File: src/swm_defs.svh
// Constants for the sleep wake-up timer and monitor block
// Assumes a 100 MHz system clock and an 8-bit register port
`ifndef SWM_DEFS_SVH
`define SWM_DEFS_SVH
// Register offsets
`define SWM_A_TEMP_CTRL   7'h12
`define SWM_A_TEMP_OFFS   7'h13
`define SWM_A_WAKE_EXP    7'h14
`define SWM_A_WAKE_MHI    7'h15
`define SWM_A_WAKE_MLO    7'h16
`define SWM_A_WAKE_CHI    7'h17
`define SWM_A_WAKE_CLO    7'h18
`define SWM_A_BATT_THR    7'h1A
`define SWM_A_BATT_LVL    7'h1B
// Reset values
`define SWM_RST_TEMP_CTRL 8'h20
`define SWM_RST_BATT_THR  5'h14
// Field layout
`define SWM_TC_RANGE      7:6
`define SWM_TC_SHIFT      5
`define SWM_TC_TRIM_EN    4
`define SWM_TC_TRIM       3:0
`define SWM_WE_R          5:2
`define SWM_WE_D          1:0
`define SWM_TEMP_ADC_SEL  3'h0
`define SWM_PRESC_BASE    5'h05
`define SWM_BATT_CONSEC   3'h4
// Timing
`define SWM_CLK_HZ        100000000
`define SWM_CLK_MHZ       100
`define SWM_SLOW_HZ       32768
`define SWM_BATT_PER_MS   1000
`define SWM_BATT_MEAS_US  250
`define SWM_ADC_CONV_US   350
`define SWM_SLOW_DIV      ((`SWM_CLK_HZ + `SWM_SLOW_HZ / 2) / `SWM_SLOW_HZ)
`endif

File: src/swm_pkg.sv
// Types for the sleep wake-up timer and monitor block
// Assumes swm_defs.svh supplies the numeric constants
package swm_pkg;
    typedef enum logic [1:0] {
        SWM_B_IDLE = 2'b00,
        SWM_B_WAIT = 2'b01,
        SWM_B_MEAS = 2'b10
    } swm_batt_state_t;
endpackage

File: src/swm_sleep_monitors.sv
// Wake-up timer, battery monitor and temperature sensor control
// Assumes an SPI engine outside drives the 8-bit register port and
// that the battery code input is settled at the end of a measurement.
//
// Overview of operation
// - Sensor powers up when chosen as converter input or test bus.
// - Range code picks span and LSB while the shift is enabled.
// - Shift off with range 10 gives absolute kelvin; shift resets to 1.
// - Four-bit bandgap trim with a trim-enable bit.
// - Battery level below threshold with interrupt enabled drives pin low.
// - Battery level readable while monitor enabled; upper three bits zero.
// - Battery code is 50 mV per step from 1.7 V.
// - Detector powered once a second for about 250 us.
// - Interrupt only after four consecutive low readings.
// - Monitor enabled in sleep starts the slow RC oscillator unless the crystal is selected.
// - Detector runs only while the monitor enable bit is 1.
// - Timer counts slow ticks; runs in sleep if enabled at sleep entry.
// - Period is 32 x M x 2^(R-D) slow ticks.
// - Expiry drives the interrupt pin when enabled.
// - Running 16-bit count readable in two registers.
// - Expiry with interrupt enabled starts the fast crystal.
// - Expiry without interrupt only pulses the timer GPIO function.
// - Crystal select swaps the RC tick for the external crystal tick.
// - Converter start clears itself after 350 us.
`timescale 1ns/10ps
`include "swm_defs.svh"
module swm_sleep_monitors
    import swm_pkg::*;
#(
    parameter int BATT_PER_TICKS = `SWM_BATT_PER_MS * `SWM_SLOW_HZ / 1000,
    parameter int BATT_MEAS_CYC  = `SWM_BATT_MEAS_US * `SWM_CLK_MHZ,
    parameter int ADC_CONV_CYC   = `SWM_ADC_CONV_US * `SWM_CLK_MHZ
) (
    input  wire logic       CLK_I,
    input  wire logic       SRST_I,
    input  wire logic [6:0] REG_ADDR_I,
    input  wire logic [7:0] REG_WDATA_I,
    input  wire logic       REG_WE_I,
    input  wire logic       REG_RE_I,
    output logic      [7:0] REG_RDATA_O,
    input  wire logic       SLEEP_I,
    input  wire logic       WAKE_EN_I,
    input  wire logic       BATT_EN_I,
    input  wire logic       XTAL_SEL_I,
    input  wire logic       XTAL_TICK_I,
    input  wire logic       WAKE_IRQ_EN_I,
    input  wire logic       BATT_IRQ_EN_I,
    input  wire logic       IRQ_CLEAR_I,
    input  wire logic [2:0] ADC_SEL_I,
    input  wire logic       TEST_BUS_TEMP_I,
    input  wire logic       ADC_START_I,
    input  wire logic [4:0] BATT_CODE_I,
    output logic            INTERRUPT_PIN_N_O,
    output logic            XTAL_START_O,
    output logic            WAKE_GPIO_O,
    output logic            RC_OSC_EN_O,
    output logic            BATT_DET_PWR_O,
    output logic            TEMP_SENSOR_PWR_O,
    output logic            ADC_BUSY_O,
    output logic      [1:0] TEMP_RANGE_O,
    output logic            TEMP_SHIFT_EN_O,
    output logic            TRIM_EN_O,
    output logic      [3:0] TRIM_O,
    output logic      [7:0] TEMP_OFFSET_O
);
    // Register storage
    logic [7:0]  temp_ctrl_q;
    logic [7:0]  temp_offs_q;
    logic [5:0]  wake_exp_q;
    logic [15:0] wake_m_q;
    logic [4:0]  batt_thr_q;
    logic [4:0]  batt_lvl_q;
    // Write strobes from the address decode
    wire wr_tc  = REG_WE_I && (REG_ADDR_I == `SWM_A_TEMP_CTRL);
    wire wr_to  = REG_WE_I && (REG_ADDR_I == `SWM_A_TEMP_OFFS);
    wire wr_we  = REG_WE_I && (REG_ADDR_I == `SWM_A_WAKE_EXP);
    wire wr_mh  = REG_WE_I && (REG_ADDR_I == `SWM_A_WAKE_MHI);
    wire wr_ml  = REG_WE_I && (REG_ADDR_I == `SWM_A_WAKE_MLO);
    wire wr_thr = REG_WE_I && (REG_ADDR_I == `SWM_A_BATT_THR);

    // Writable registers; shift enable comes out of reset set
    always_ff @(posedge CLK_I) begin
        if (SRST_I) begin
            temp_ctrl_q <= `SWM_RST_TEMP_CTRL;
            temp_offs_q <= 8'h00;
            wake_exp_q  <= 6'h00;
            wake_m_q    <= 16'h0000;
            batt_thr_q  <= `SWM_RST_BATT_THR;
        end else begin
            if (wr_tc)  temp_ctrl_q     <= REG_WDATA_I;
            if (wr_to)  temp_offs_q     <= REG_WDATA_I;
            if (wr_we)  wake_exp_q      <= REG_WDATA_I[5:0];
            if (wr_mh)  wake_m_q[15:8]  <= REG_WDATA_I;
            if (wr_ml)  wake_m_q[7:0]   <= REG_WDATA_I;
            if (wr_thr) batt_thr_q      <= REG_WDATA_I[4:0];
        end
    end

    // Read mux; reserved bits and unmapped addresses read zero
    logic [15:0] wtv_q;
    logic [7:0]  rd_mux;
    always_comb begin
        unique case (REG_ADDR_I)
            `SWM_A_TEMP_CTRL: rd_mux = temp_ctrl_q;
            `SWM_A_TEMP_OFFS: rd_mux = temp_offs_q;
            `SWM_A_WAKE_EXP:  rd_mux = {2'h0, wake_exp_q};
            `SWM_A_WAKE_MHI:  rd_mux = wake_m_q[15:8];
            `SWM_A_WAKE_MLO:  rd_mux = wake_m_q[7:0];
            `SWM_A_WAKE_CHI:  rd_mux = wtv_q[15:8];
            `SWM_A_WAKE_CLO:  rd_mux = wtv_q[7:0];
            `SWM_A_BATT_THR:  rd_mux = {3'h0, batt_thr_q};
            `SWM_A_BATT_LVL:  rd_mux = {3'h0, batt_lvl_q};
            default:          rd_mux = 8'h00;
        endcase
    end

    // Read data is held until the next read strobe
    always_ff @(posedge CLK_I) begin
        if (SRST_I) REG_RDATA_O <= 8'h00;
        else if (REG_RE_I) REG_RDATA_O <= rd_mux;
    end

    // Sensor control fields driven to the analog side
    assign TEMP_RANGE_O    = temp_ctrl_q[`SWM_TC_RANGE];
    assign TEMP_SHIFT_EN_O = temp_ctrl_q[`SWM_TC_SHIFT];
    assign TRIM_EN_O       = temp_ctrl_q[`SWM_TC_TRIM_EN];
    assign TRIM_O          = temp_ctrl_q[`SWM_TC_TRIM];
    assign TEMP_OFFSET_O   = temp_offs_q;

    // Slow tick: RC divider or the external crystal tick
    logic [11:0] div_q;
    wire div_end  = (div_q == 12'(`SWM_SLOW_DIV - 1));
    wire rc_tick  = div_end;
    wire slow_tick = XTAL_SEL_I ? XTAL_TICK_I : rc_tick;
    always_ff @(posedge CLK_I) begin
        if (SRST_I || div_end) div_q <= 12'h000;
        else div_q <= div_q + 12'h001;
    end

    // Sleep entry edge
    logic sleep_q;
    always_ff @(posedge CLK_I) begin
        if (SRST_I) sleep_q <= 1'b0;
        else sleep_q <= SLEEP_I;
    end
    wire sleep_rise = SLEEP_I && !sleep_q;

    // Wake timer: prescaler of 2^(5+R-D) ticks, then M periods
    logic        wake_run_q;
    logic [19:0] presc_q;
    logic [4:0]  sh_q;
    logic [15:0] m_sh_q;
    wire  [4:0]  sh_new = `SWM_PRESC_BASE + {1'b0, wake_exp_q[`SWM_WE_R]}
                          - {3'h0, wake_exp_q[`SWM_WE_D]};
    wire  [20:0] presc_top = (21'h000001 << sh_q) - 21'h000001;
    wire         presc_end = ({1'b0, presc_q} == presc_top);
    wire         wake_start = sleep_rise && WAKE_EN_I;
    wire         wake_stop  = !SLEEP_I || !WAKE_EN_I;
    wire         wake_step  = wake_run_q && slow_tick && presc_end;
    wire         wake_exp   = wake_step && (m_sh_q != 16'h0000)
                              && (wtv_q + 16'h0001 == m_sh_q);

    // Timer state; expiry reloads the period fields for the next period
    always_ff @(posedge CLK_I) begin
        if (SRST_I) begin
            wake_run_q <= 1'b0;
            presc_q    <= 20'h00000;
            sh_q       <= `SWM_PRESC_BASE;
            m_sh_q     <= 16'h0000;
            wtv_q      <= 16'h0000;
        end else if (wake_start || wake_exp) begin
            wake_run_q <= 1'b1;
            presc_q    <= 20'h00000;
            sh_q       <= sh_new;
            m_sh_q     <= wake_m_q;
            wtv_q      <= 16'h0000;
        end else if (wake_stop) begin
            wake_run_q <= 1'b0;
        end else if (wake_run_q && slow_tick) begin
            presc_q <= presc_end ? 20'h00000 : presc_q + 20'h00001;
            if (wake_step) wtv_q <= wtv_q + 16'h0001;
        end
    end

    // Battery sequencer: wait one second, power detector, sample
    swm_batt_state_t bst_q;
    swm_batt_state_t bst_d;
    logic [15:0] bper_q;
    logic [15:0] bmeas_q;
    logic [2:0]  low_cnt_q;
    wire per_end  = slow_tick && (bper_q == 16'(BATT_PER_TICKS - 1));
    wire meas_end = (bmeas_q == 16'(BATT_MEAS_CYC - 1));
    wire is_low   = (BATT_CODE_I < batt_thr_q);
    wire sample   = (bst_q == SWM_B_MEAS) && meas_end;

    // Next state; monitor enable gates the whole sequence
    always_comb begin
        bst_d = bst_q;
        unique case (bst_q)
            SWM_B_IDLE: if (BATT_EN_I) bst_d = SWM_B_WAIT;
            SWM_B_WAIT: if (per_end) bst_d = SWM_B_MEAS;
            SWM_B_MEAS: if (meas_end) bst_d = SWM_B_WAIT;
            default:    bst_d = SWM_B_IDLE;
        endcase
        if (!BATT_EN_I) bst_d = SWM_B_IDLE;
    end

    // Sequencer counters and consecutive-low tally
    always_ff @(posedge CLK_I) begin
        if (SRST_I) begin
            bst_q     <= SWM_B_IDLE;
            bper_q    <= 16'h0000;
            bmeas_q   <= 16'h0000;
            low_cnt_q <= 3'h0;
            batt_lvl_q <= 5'h00;
        end else begin
            bst_q <= bst_d;
            if (bst_q != SWM_B_WAIT || per_end) bper_q <= 16'h0000;
            else if (slow_tick) bper_q <= bper_q + 16'h0001;
            if (bst_q != SWM_B_MEAS || meas_end) bmeas_q <= 16'h0000;
            else bmeas_q <= bmeas_q + 16'h0001;
            if (!BATT_EN_I) low_cnt_q <= 3'h0;
            else if (sample) begin
                batt_lvl_q <= BATT_CODE_I;
                if (!is_low) low_cnt_q <= 3'h0;
                else if (low_cnt_q != `SWM_BATT_CONSEC)
                    low_cnt_q <= low_cnt_q + 3'h1;
            end
        end
    end
    // Event fires once, on the reading that completes the run of four
    wire batt_evt = sample && is_low
                    && (low_cnt_q == `SWM_BATT_CONSEC - 3'h1);

    // Pending events; a new event wins over the host clear
    logic wake_pend_q;
    logic batt_pend_q;
    always_ff @(posedge CLK_I) begin
        if (SRST_I) begin
            wake_pend_q <= 1'b0;
            batt_pend_q <= 1'b0;
        end else begin
            if (wake_exp && WAKE_IRQ_EN_I) wake_pend_q <= 1'b1;
            else if (IRQ_CLEAR_I) wake_pend_q <= 1'b0;
            if (batt_evt && BATT_IRQ_EN_I) batt_pend_q <= 1'b1;
            else if (IRQ_CLEAR_I) batt_pend_q <= 1'b0;
        end
    end

    // Converter busy flag clears itself after the conversion time
    logic [15:0] adc_cnt_q;
    wire adc_end = ADC_BUSY_O && (adc_cnt_q == 16'(ADC_CONV_CYC - 1));
    always_ff @(posedge CLK_I) begin
        if (SRST_I) begin
            ADC_BUSY_O <= 1'b0;
            adc_cnt_q  <= 16'h0000;
        end else if (ADC_START_I && !ADC_BUSY_O) begin
            ADC_BUSY_O <= 1'b1;
            adc_cnt_q  <= 16'h0000;
        end else if (adc_end) begin
            ADC_BUSY_O <= 1'b0;
        end else if (ADC_BUSY_O) begin
            adc_cnt_q <= adc_cnt_q + 16'h0001;
        end
    end

    // Pin-facing outputs, all registered to keep them glitch free
    wire temp_pwr_d = (ADC_SEL_I == `SWM_TEMP_ADC_SEL) || TEST_BUS_TEMP_I;
    wire rc_en_d = SLEEP_I && !XTAL_SEL_I && (BATT_EN_I || wake_run_q);
    always_ff @(posedge CLK_I) begin
        if (SRST_I) begin
            INTERRUPT_PIN_N_O <= 1'b1;
            XTAL_START_O      <= 1'b0;
            WAKE_GPIO_O       <= 1'b0;
            RC_OSC_EN_O       <= 1'b0;
            BATT_DET_PWR_O    <= 1'b0;
            TEMP_SENSOR_PWR_O <= 1'b0;
        end else begin
            INTERRUPT_PIN_N_O <= !(wake_pend_q || batt_pend_q);
            // Crystal start holds until the host takes the part out of sleep
            if (wake_exp && WAKE_IRQ_EN_I) XTAL_START_O <= 1'b1;
            else if (!SLEEP_I) XTAL_START_O <= 1'b0;
            WAKE_GPIO_O       <= wake_exp && !WAKE_IRQ_EN_I;
            RC_OSC_EN_O       <= rc_en_d;
            BATT_DET_PWR_O    <= (bst_d == SWM_B_MEAS);
            TEMP_SENSOR_PWR_O <= temp_pwr_d;
        end
    end
endmodule

File: config.mk
export PLATFORM = sky130hd
export DESIGN_NAME = swm_sleep_monitors
export DESIGN_NICKNAME = d
export VERILOG_FILES = /design/src/swm_pkg.sv /design/src/swm_sleep_monitors.sv
export VERILOG_INCLUDE_DIRS = /design/src
export SDC_FILE = /design/constraint.sdc
export NUM_CORES = 1
export LEC_CHECK = 0
export ABC_AREA = 1
export BUFFER_PORTS_ARGS = -buffer_cell sky130_fd_sc_hd__buf_2
export CAP_MARGIN = 20
export CORE_UTILIZATION = 43
export DETAILED_ROUTE_END_ITERATION = 16
export SLEW_MARGIN = 20
export SYNTH_ARGS = -nofsm -noshare
export SYNTH_HDL_FRONTEND = slang
export SYNTH_SLANG_ARGS = --single-unit
export TNS_END_PERCENT = 50
File: constraint.sdc
create_clock -name CLK_I -period 4.2 [get_ports CLK_I]
set_input_delay 0 -clock CLK_I [delete_from_list [all_inputs] [get_ports CLK_I]]
set_output_delay 0 -clock CLK_I [all_outputs]
set_load 0.005 [all_outputs]
---- Word level (Yosys, flattened, before mapping) ----
Index checks and enable logic that the tools add are counted.
operators by class
  add/subtract/negate cells ............... 10
  multiply operators ...................... 0
  div/mod/pow operators ................... 0
  magnitude comparators ................... 1
  equality and inequality tests ........... 24
  shift operators ......................... 1
  multiplexer cells ....................... 18
  bitwise logic cells ..................... 3
  reductions and logical operators ........ 55
operator list
  cell                                                number
  one-hot mux 8 bit (9 select lines)                  1
  adder 16 x 1 -> 16 bit, second input constant       4
  == test 7 x 5 -> 1 bit, second input constant       9
  == test 16 x 15 -> 1 bit, second input constant     2
  logical AND 1 bit                                   23
  == test 20 x 21 -> 1 bit                            1
  left shift 1 x 5 -> 21 bit, first input constant    1
  subtractor 21 x 1 -> 21 bit, second input constant  1
  adder 20 x 1 -> 20 bit, second input constant       1
  2-to-1 mux 20 bit                                   1
  == test 16 bit                                      1
  == test 16 bit, second input constant               1
  nonzero test 16 bit                                 1
  adder 12 x 1 -> 12 bit, second input constant       1
  == test 12 bit, second input constant               1
  2-to-1 mux 1 bit                                    10
  OR reduction 2 bit                                  5
  logical OR 1 bit                                    8
  AND reduction 2 bit                                 4
  nonzero test 2 bit                                  4
  zero test 1 bit                                     7
  2-to-1 mux 2 bit                                    3
  2-to-1 mux 3 bit                                    2
  != test 2 x 1 -> 1 bit, second input constant       3
  14 further kinds                                    17
word-level totals
  register bits ........................... 189
  bits in latches ......................... 0
  RAM bits ................................ 0
  memory bits (read-only) ................. 0
  output and inout port bits .............. 31
  memories ................................ 0

---- Depth between registers and ports, before layout ----
  word-level depth ........................ 8
  gate-level depth with buffers ........... 22
  gate-level depth less buffers ........... 20

---- Worst setup path before layout ----
No wires, ideal clock.
  path type ............................... reg2reg
  from .................................... reg sh_q[4]
  to ...................................... reg wtv_q[10]
  setup time .............................. 0.120 ns
  arrival ................................. 2.453 ns
  data required time ...................... 4.080 ns
  path slack .............................. 1.627 ns
  cell stages (with the launch flop) ...... 18
  path buffers ............................ 3
  period minus slack after synthesis ...... 2.573 ns
  cell sequence ........................... dfxtp_1 nor2_1 buf_2 nand2_1 ha_1 buf_2 inv_1 a21oi_1 nand2_1 nand3b_1 nand3_1 nor3_1 nand3_1 nor2_2 nand2_1 clkbuf_1 nand2_1 a21oi_1
between the ends
  longest elaborated chain between the ends .. 8
ends and longest elaborated chain
  item                                 RTL line                   RTL
  from (decl)                          swm_sleep_monitors.sv:151  logic [4:0] sh_q;
  from (signal assigned)               swm_sleep_monitors.sv:168  sh_q <= `SWM_PRESC_BASE;
  from (signal assigned)               swm_sleep_monitors.sv:174  sh_q <= sh_new;
  left shift 1 x 5 -> 21 bit (*)       swm_sleep_monitors.sv:155  wire [20:0] presc_top = (21'h000001 << sh_q) - 21'h000001;
  subtractor 21 x 1 -> 21 bit (*)      swm_sleep_monitors.sv:155
  == test 20 x 21 -> 1 bit (*)         swm_sleep_monitors.sv:156  wire presc_end = ({1'b0, presc_q} == presc_top);
  logical AND 1 bit (*)                swm_sleep_monitors.sv:159  wire wake_step = wake_run_q && slow_tick && presc_end;
  logical AND 1 bit                    swm_sleep_monitors.sv:160  wire wake_exp = wake_step && (m_sh_q != 16'h0000)
  logical AND 1 bit                    swm_sleep_monitors.sv:161  && (wtv_q + 16'h0001 == m_sh_q);
  logical OR 1 bit                     swm_sleep_monitors.sv:171  end else if (wake_start || wake_exp) begin
  OR reduction 2 bit (no source line)  --
  to (signal assigned)                 swm_sleep_monitors.sv:181  if (wake_step) wtv_q <= wtv_q + 16'h0001;
  to (decl)                            swm_sleep_monitors.sv:100  logic [15:0] wtv_q;
Every way passes the cells marked *; elsewhere a longest branch is shown, timed or not.
A chain may end at the register's enable or synchronous reset.

---- Worst setup path after layout ----
  from .................................... reg sh_q[1]
  to ...................................... reg presc_q[16]
between the ends
  longest elaborated chain between the ends .. 8
ends and longest elaborated chain
  item                                 RTL line                   RTL
  left shift 1 x 5 -> 21 bit (*)       swm_sleep_monitors.sv:155
  subtractor 21 x 1 -> 21 bit (*)      swm_sleep_monitors.sv:155
  == test 20 x 21 -> 1 bit (*)         swm_sleep_monitors.sv:156
  logical AND 1 bit                    swm_sleep_monitors.sv:159
  logical AND 1 bit                    swm_sleep_monitors.sv:160
  logical AND 1 bit                    swm_sleep_monitors.sv:161
  logical OR 1 bit                     swm_sleep_monitors.sv:171
  OR reduction 2 bit (no source line)  --
  to (signal assigned)                 swm_sleep_monitors.sv:180  presc_q <= presc_end ? 20'h00000 : presc_q + 20'h00001;
  to (decl)                            swm_sleep_monitors.sv:150  logic [19:0] presc_q;
Marks and branches as above.

==> results.yml <==
worst_hold_path:
  whs_path_depth: 5
  min-delay-path-class: "in2reg"
finish:
  finalNetCount: 1744
  synthToLayoutAreaGrowth_pct: 14.0
  drive_above_1_share: 0.0747
  utilization: 0.505
  nFillCells: 2479
  finalInstanceArea_mm2: 0.0120
global_routing:
  grt_pass1_wl_um: 49800
  grt.total_usage: 0.253
  grt_start_max_net_pins: 50
  grt_pass1_vias: 9863
  antenna_found_initial: 1
  grt_overflow: 0
clock_tree:
  numCtsBuffers: 17
  cts_max_path_buffers: 2
  clkSinkCount: 189
  cts_hold_buffers: 28
  root_buffer: "clkbuf_16"
  cts_resized: 0
  tritoncts: "done"
  cts-htree-levels: 4
  post_cts_buffers: 0
  path_clk_slew_ns: 0.07
  clock_latency_ns: 0.45
routing:
  route.detailed.drc: 0
  antenna_left: 0
  viasPerCell: 5.24
  routed_wl_um: 30500
  detail_route.wl_per_cell_um: 15.1
  initialDrtViolationCount: 704
  vias: 10596
  dr.pass1.iters: 6
synth:
  netlist.area_leader.share: 0.360
  ys_seq_elements: 189
  synth-async-reset-ratio: 0
  syn_area_mm2: 0.0105
  syn_inst: 1614
  ys_warn_count: 0
  ys.flop_type: "dfxtp_1"
  synthesis.nets: 1670
  yosys.cell_types.count: 42
  synthTopCellsByArea: "dfxtp_1 36%, nand2_1 13%, a21oi_1 7.5%, inv_1 7.3%, nand3_1 6.8%"
  synth_edf_count: 0
  avgSynthCellArea_um2: 6.52
  yosysMostFrequentCell: "nand2_1"
  synth_commonest_cells: "361 x nand2_1, 206 x inv_1, 189 x dfxtp_1, 181 x nor2_1, 158 x a21oi_1"
  yosysTopAreaCell: "dfxtp_1"
  yosysSeqAreaShare: 0.360
setup_path:
  end_kind: "flip-flop"
  crit_arrival_ns: 3.78
  ff2ff_path_depth: 17
  crit_chain: "nor2_1 -> nand2_1 -> inv_1 -> nand2_1 -> ha_1 -> inv_1 -> a21oi_1 -> nand2_1 -> nand3b_1 -> nand3_1 -> nor3_1 -> nand3_1 -> nor2_2 -> buf_4 -> nand2_2 -> nand3_2 -> a21oi_1"
  cpLargestDelayFamily: "simple AND/OR/NAND/NOR gates"
  path_common_cell: "nand2_1"
  cp-start-kind: "flip-flop"
  slowest_delay_ns: 0.52
  slowest_stage: "nand3_2"
  required_ns: 4.48
  worst-path-buf-inv: 3
  path_depth: 17
  worstSetupPathType: "reg2reg"
  worstPathMaxFanout: 36
floorplanning:
  start_util: 0.443
  die_w_um: 158
  coreArea_mm2: 0.0238
  pin_count: 68
  fp.dieArea_mm2: 0.0251
  row_count: 56
  die_h_um: 158
power:
  p_leak_uw: 0.00469
  power_per_cell_area_mw_per_mm2: 314
  peakVddDrop_mv: 0.293
timing:
  fin_crit_ns: 3.50
  slew_violations: 0
  timing.slew.headroom: 0.507
  rsz0062_at_grt: "no"
  fin_crit_sh: 0.834
  max_freq_mhz: 286
  final.setup.tns_ns: 0
  tightest_slew_ns: 0.738
  worst_slack_ns: 0.697
  hold_viol_final: 0
  fin_skew_ns: 0.0178
  setup_violations: 0
place:
  place_ws_ns: 0.719
  numPortBuffers: 67
  place.gp.congestion: 0.943
  dpl.hpwl_um: 22900
  placed_area_mm2: 0.0111
status:
  status: "finished, final reports clean"
job:
  drv_cap: 0
==> cell families (layout without fill, tap and decap cells) <==
group / count (synthesis) / after routing / synth area share
buffers and inverters: 260 / 347 / 0.0949
xor gates and xnor gates: 47 / 47 / 0.0404
DFF: 189 / 189 / 0.360
AOI/OAI and AO/OA: 251 / 251 / 0.127
and+or+nand+nor: 848 / 848 / 0.355
adders and majority gates: 19 / 19 / 0.0233
other: 0 / 1 / 0
==> power breakdown <==
group | internal (µW) | leakage (µW) | switching, µW
Sequential | 1810 | 0.00153 | 15.8
Clock | 804 | 0.000285 | 829
Combinational | 110 | 0.00287 | 203
==> metal layers <==
metal | global-route usage | vias to the layer above | share of wire
met4 | 0.0962 | 0 | 0.028
met3 | 0.0362 | 56 | 0.044
li1 | - | 5450 | -
met2 | 0.431 | 280 | 0.46
met5 | 0 | - | 0
met1 | 0.323 | 4810 | 0.46
==> final timing paths <==
path,endpoint,slack [ns],start
max,presc_q[16],0.70,sh_q[1]
max reg2reg,presc_q[16],0.70,sh_q[1]
min reg2reg,INTERRUPT_PIN_N_O,0.45,batt_pend_q
min,wake_run_q,0.03,WAKE_EN_I
==> area by class of cell <==
| type | instances | area, µm² | share of cell area |
|---|---|---|---|
| well taps | 319 | 399 | 0.0333 |
| inverters | 210 | 791 | 0.0659 |
| repair buffers | 105 | 691 | 0.0575 |
| clock buffers | 18 | 429 | 0.0358 |
| flip-flops and latches | 189 | 3780 | 0.315 |
| diodes | 1 | 2.50 | 0.000209 |
| clock inverters | 14 | 161 | 0.0134 |
| multi-input cells | 1165 | 5740 | 0.479 |
==> worst min-delay path: cells and delay by family <==
kind	cells	cell delay (ns)
simple gates	3	0.30
buf+inv	2	0.13
==> stage by stage <==
step	total power, µW	hold slack [ns]	std cells
3_5_place_dp	2160	0.228	1960
3_3_place_gp	2160	0.211	1960
2_1_floorplan	2070	0.0724	1614
6_report	3770	0.0319	2021
5_1_grt	3920	0.0694	2021
4_1_cts	3810	0.0311	2020
==> cell usage in the layout (no fill, tap or decap), types with 16 or more instances in the layout <==
master / instances
nand2_1: 361
inv_1: 206
dfxtp_1: 189
nor2_1: 180
a21oi_1: 158
nand3_1: 143
buf_2: 67
nor3_1: 61
o21ai_0: 57
nand4_1: 38
xor2_1: 35
dlygate4sd3_1: 28
nand3b_1: 19
ha_1: 18
clkbuf_16: 17
nor4_1: 16
==> sequential cells by signal (all words and copies together) (netlist names), 2 cells and up <==
signal,flops
low_cnt_q,3
presc_q,20
REG_RDATA_O,8
wake_m_q,16
bmeas_q,16
wake_exp_q,6
bper_q,16
TEMP_OFFSET_O,8
batt_lvl_q,5
sh_q,5
batt_thr_q,5
div_q,12
wtv_q,16
m_sh_q,16
adc_cnt_q,16
bst_q,2
temp_ctrl_q,8
Note: power is estimated with default switching activity, not from simulation.
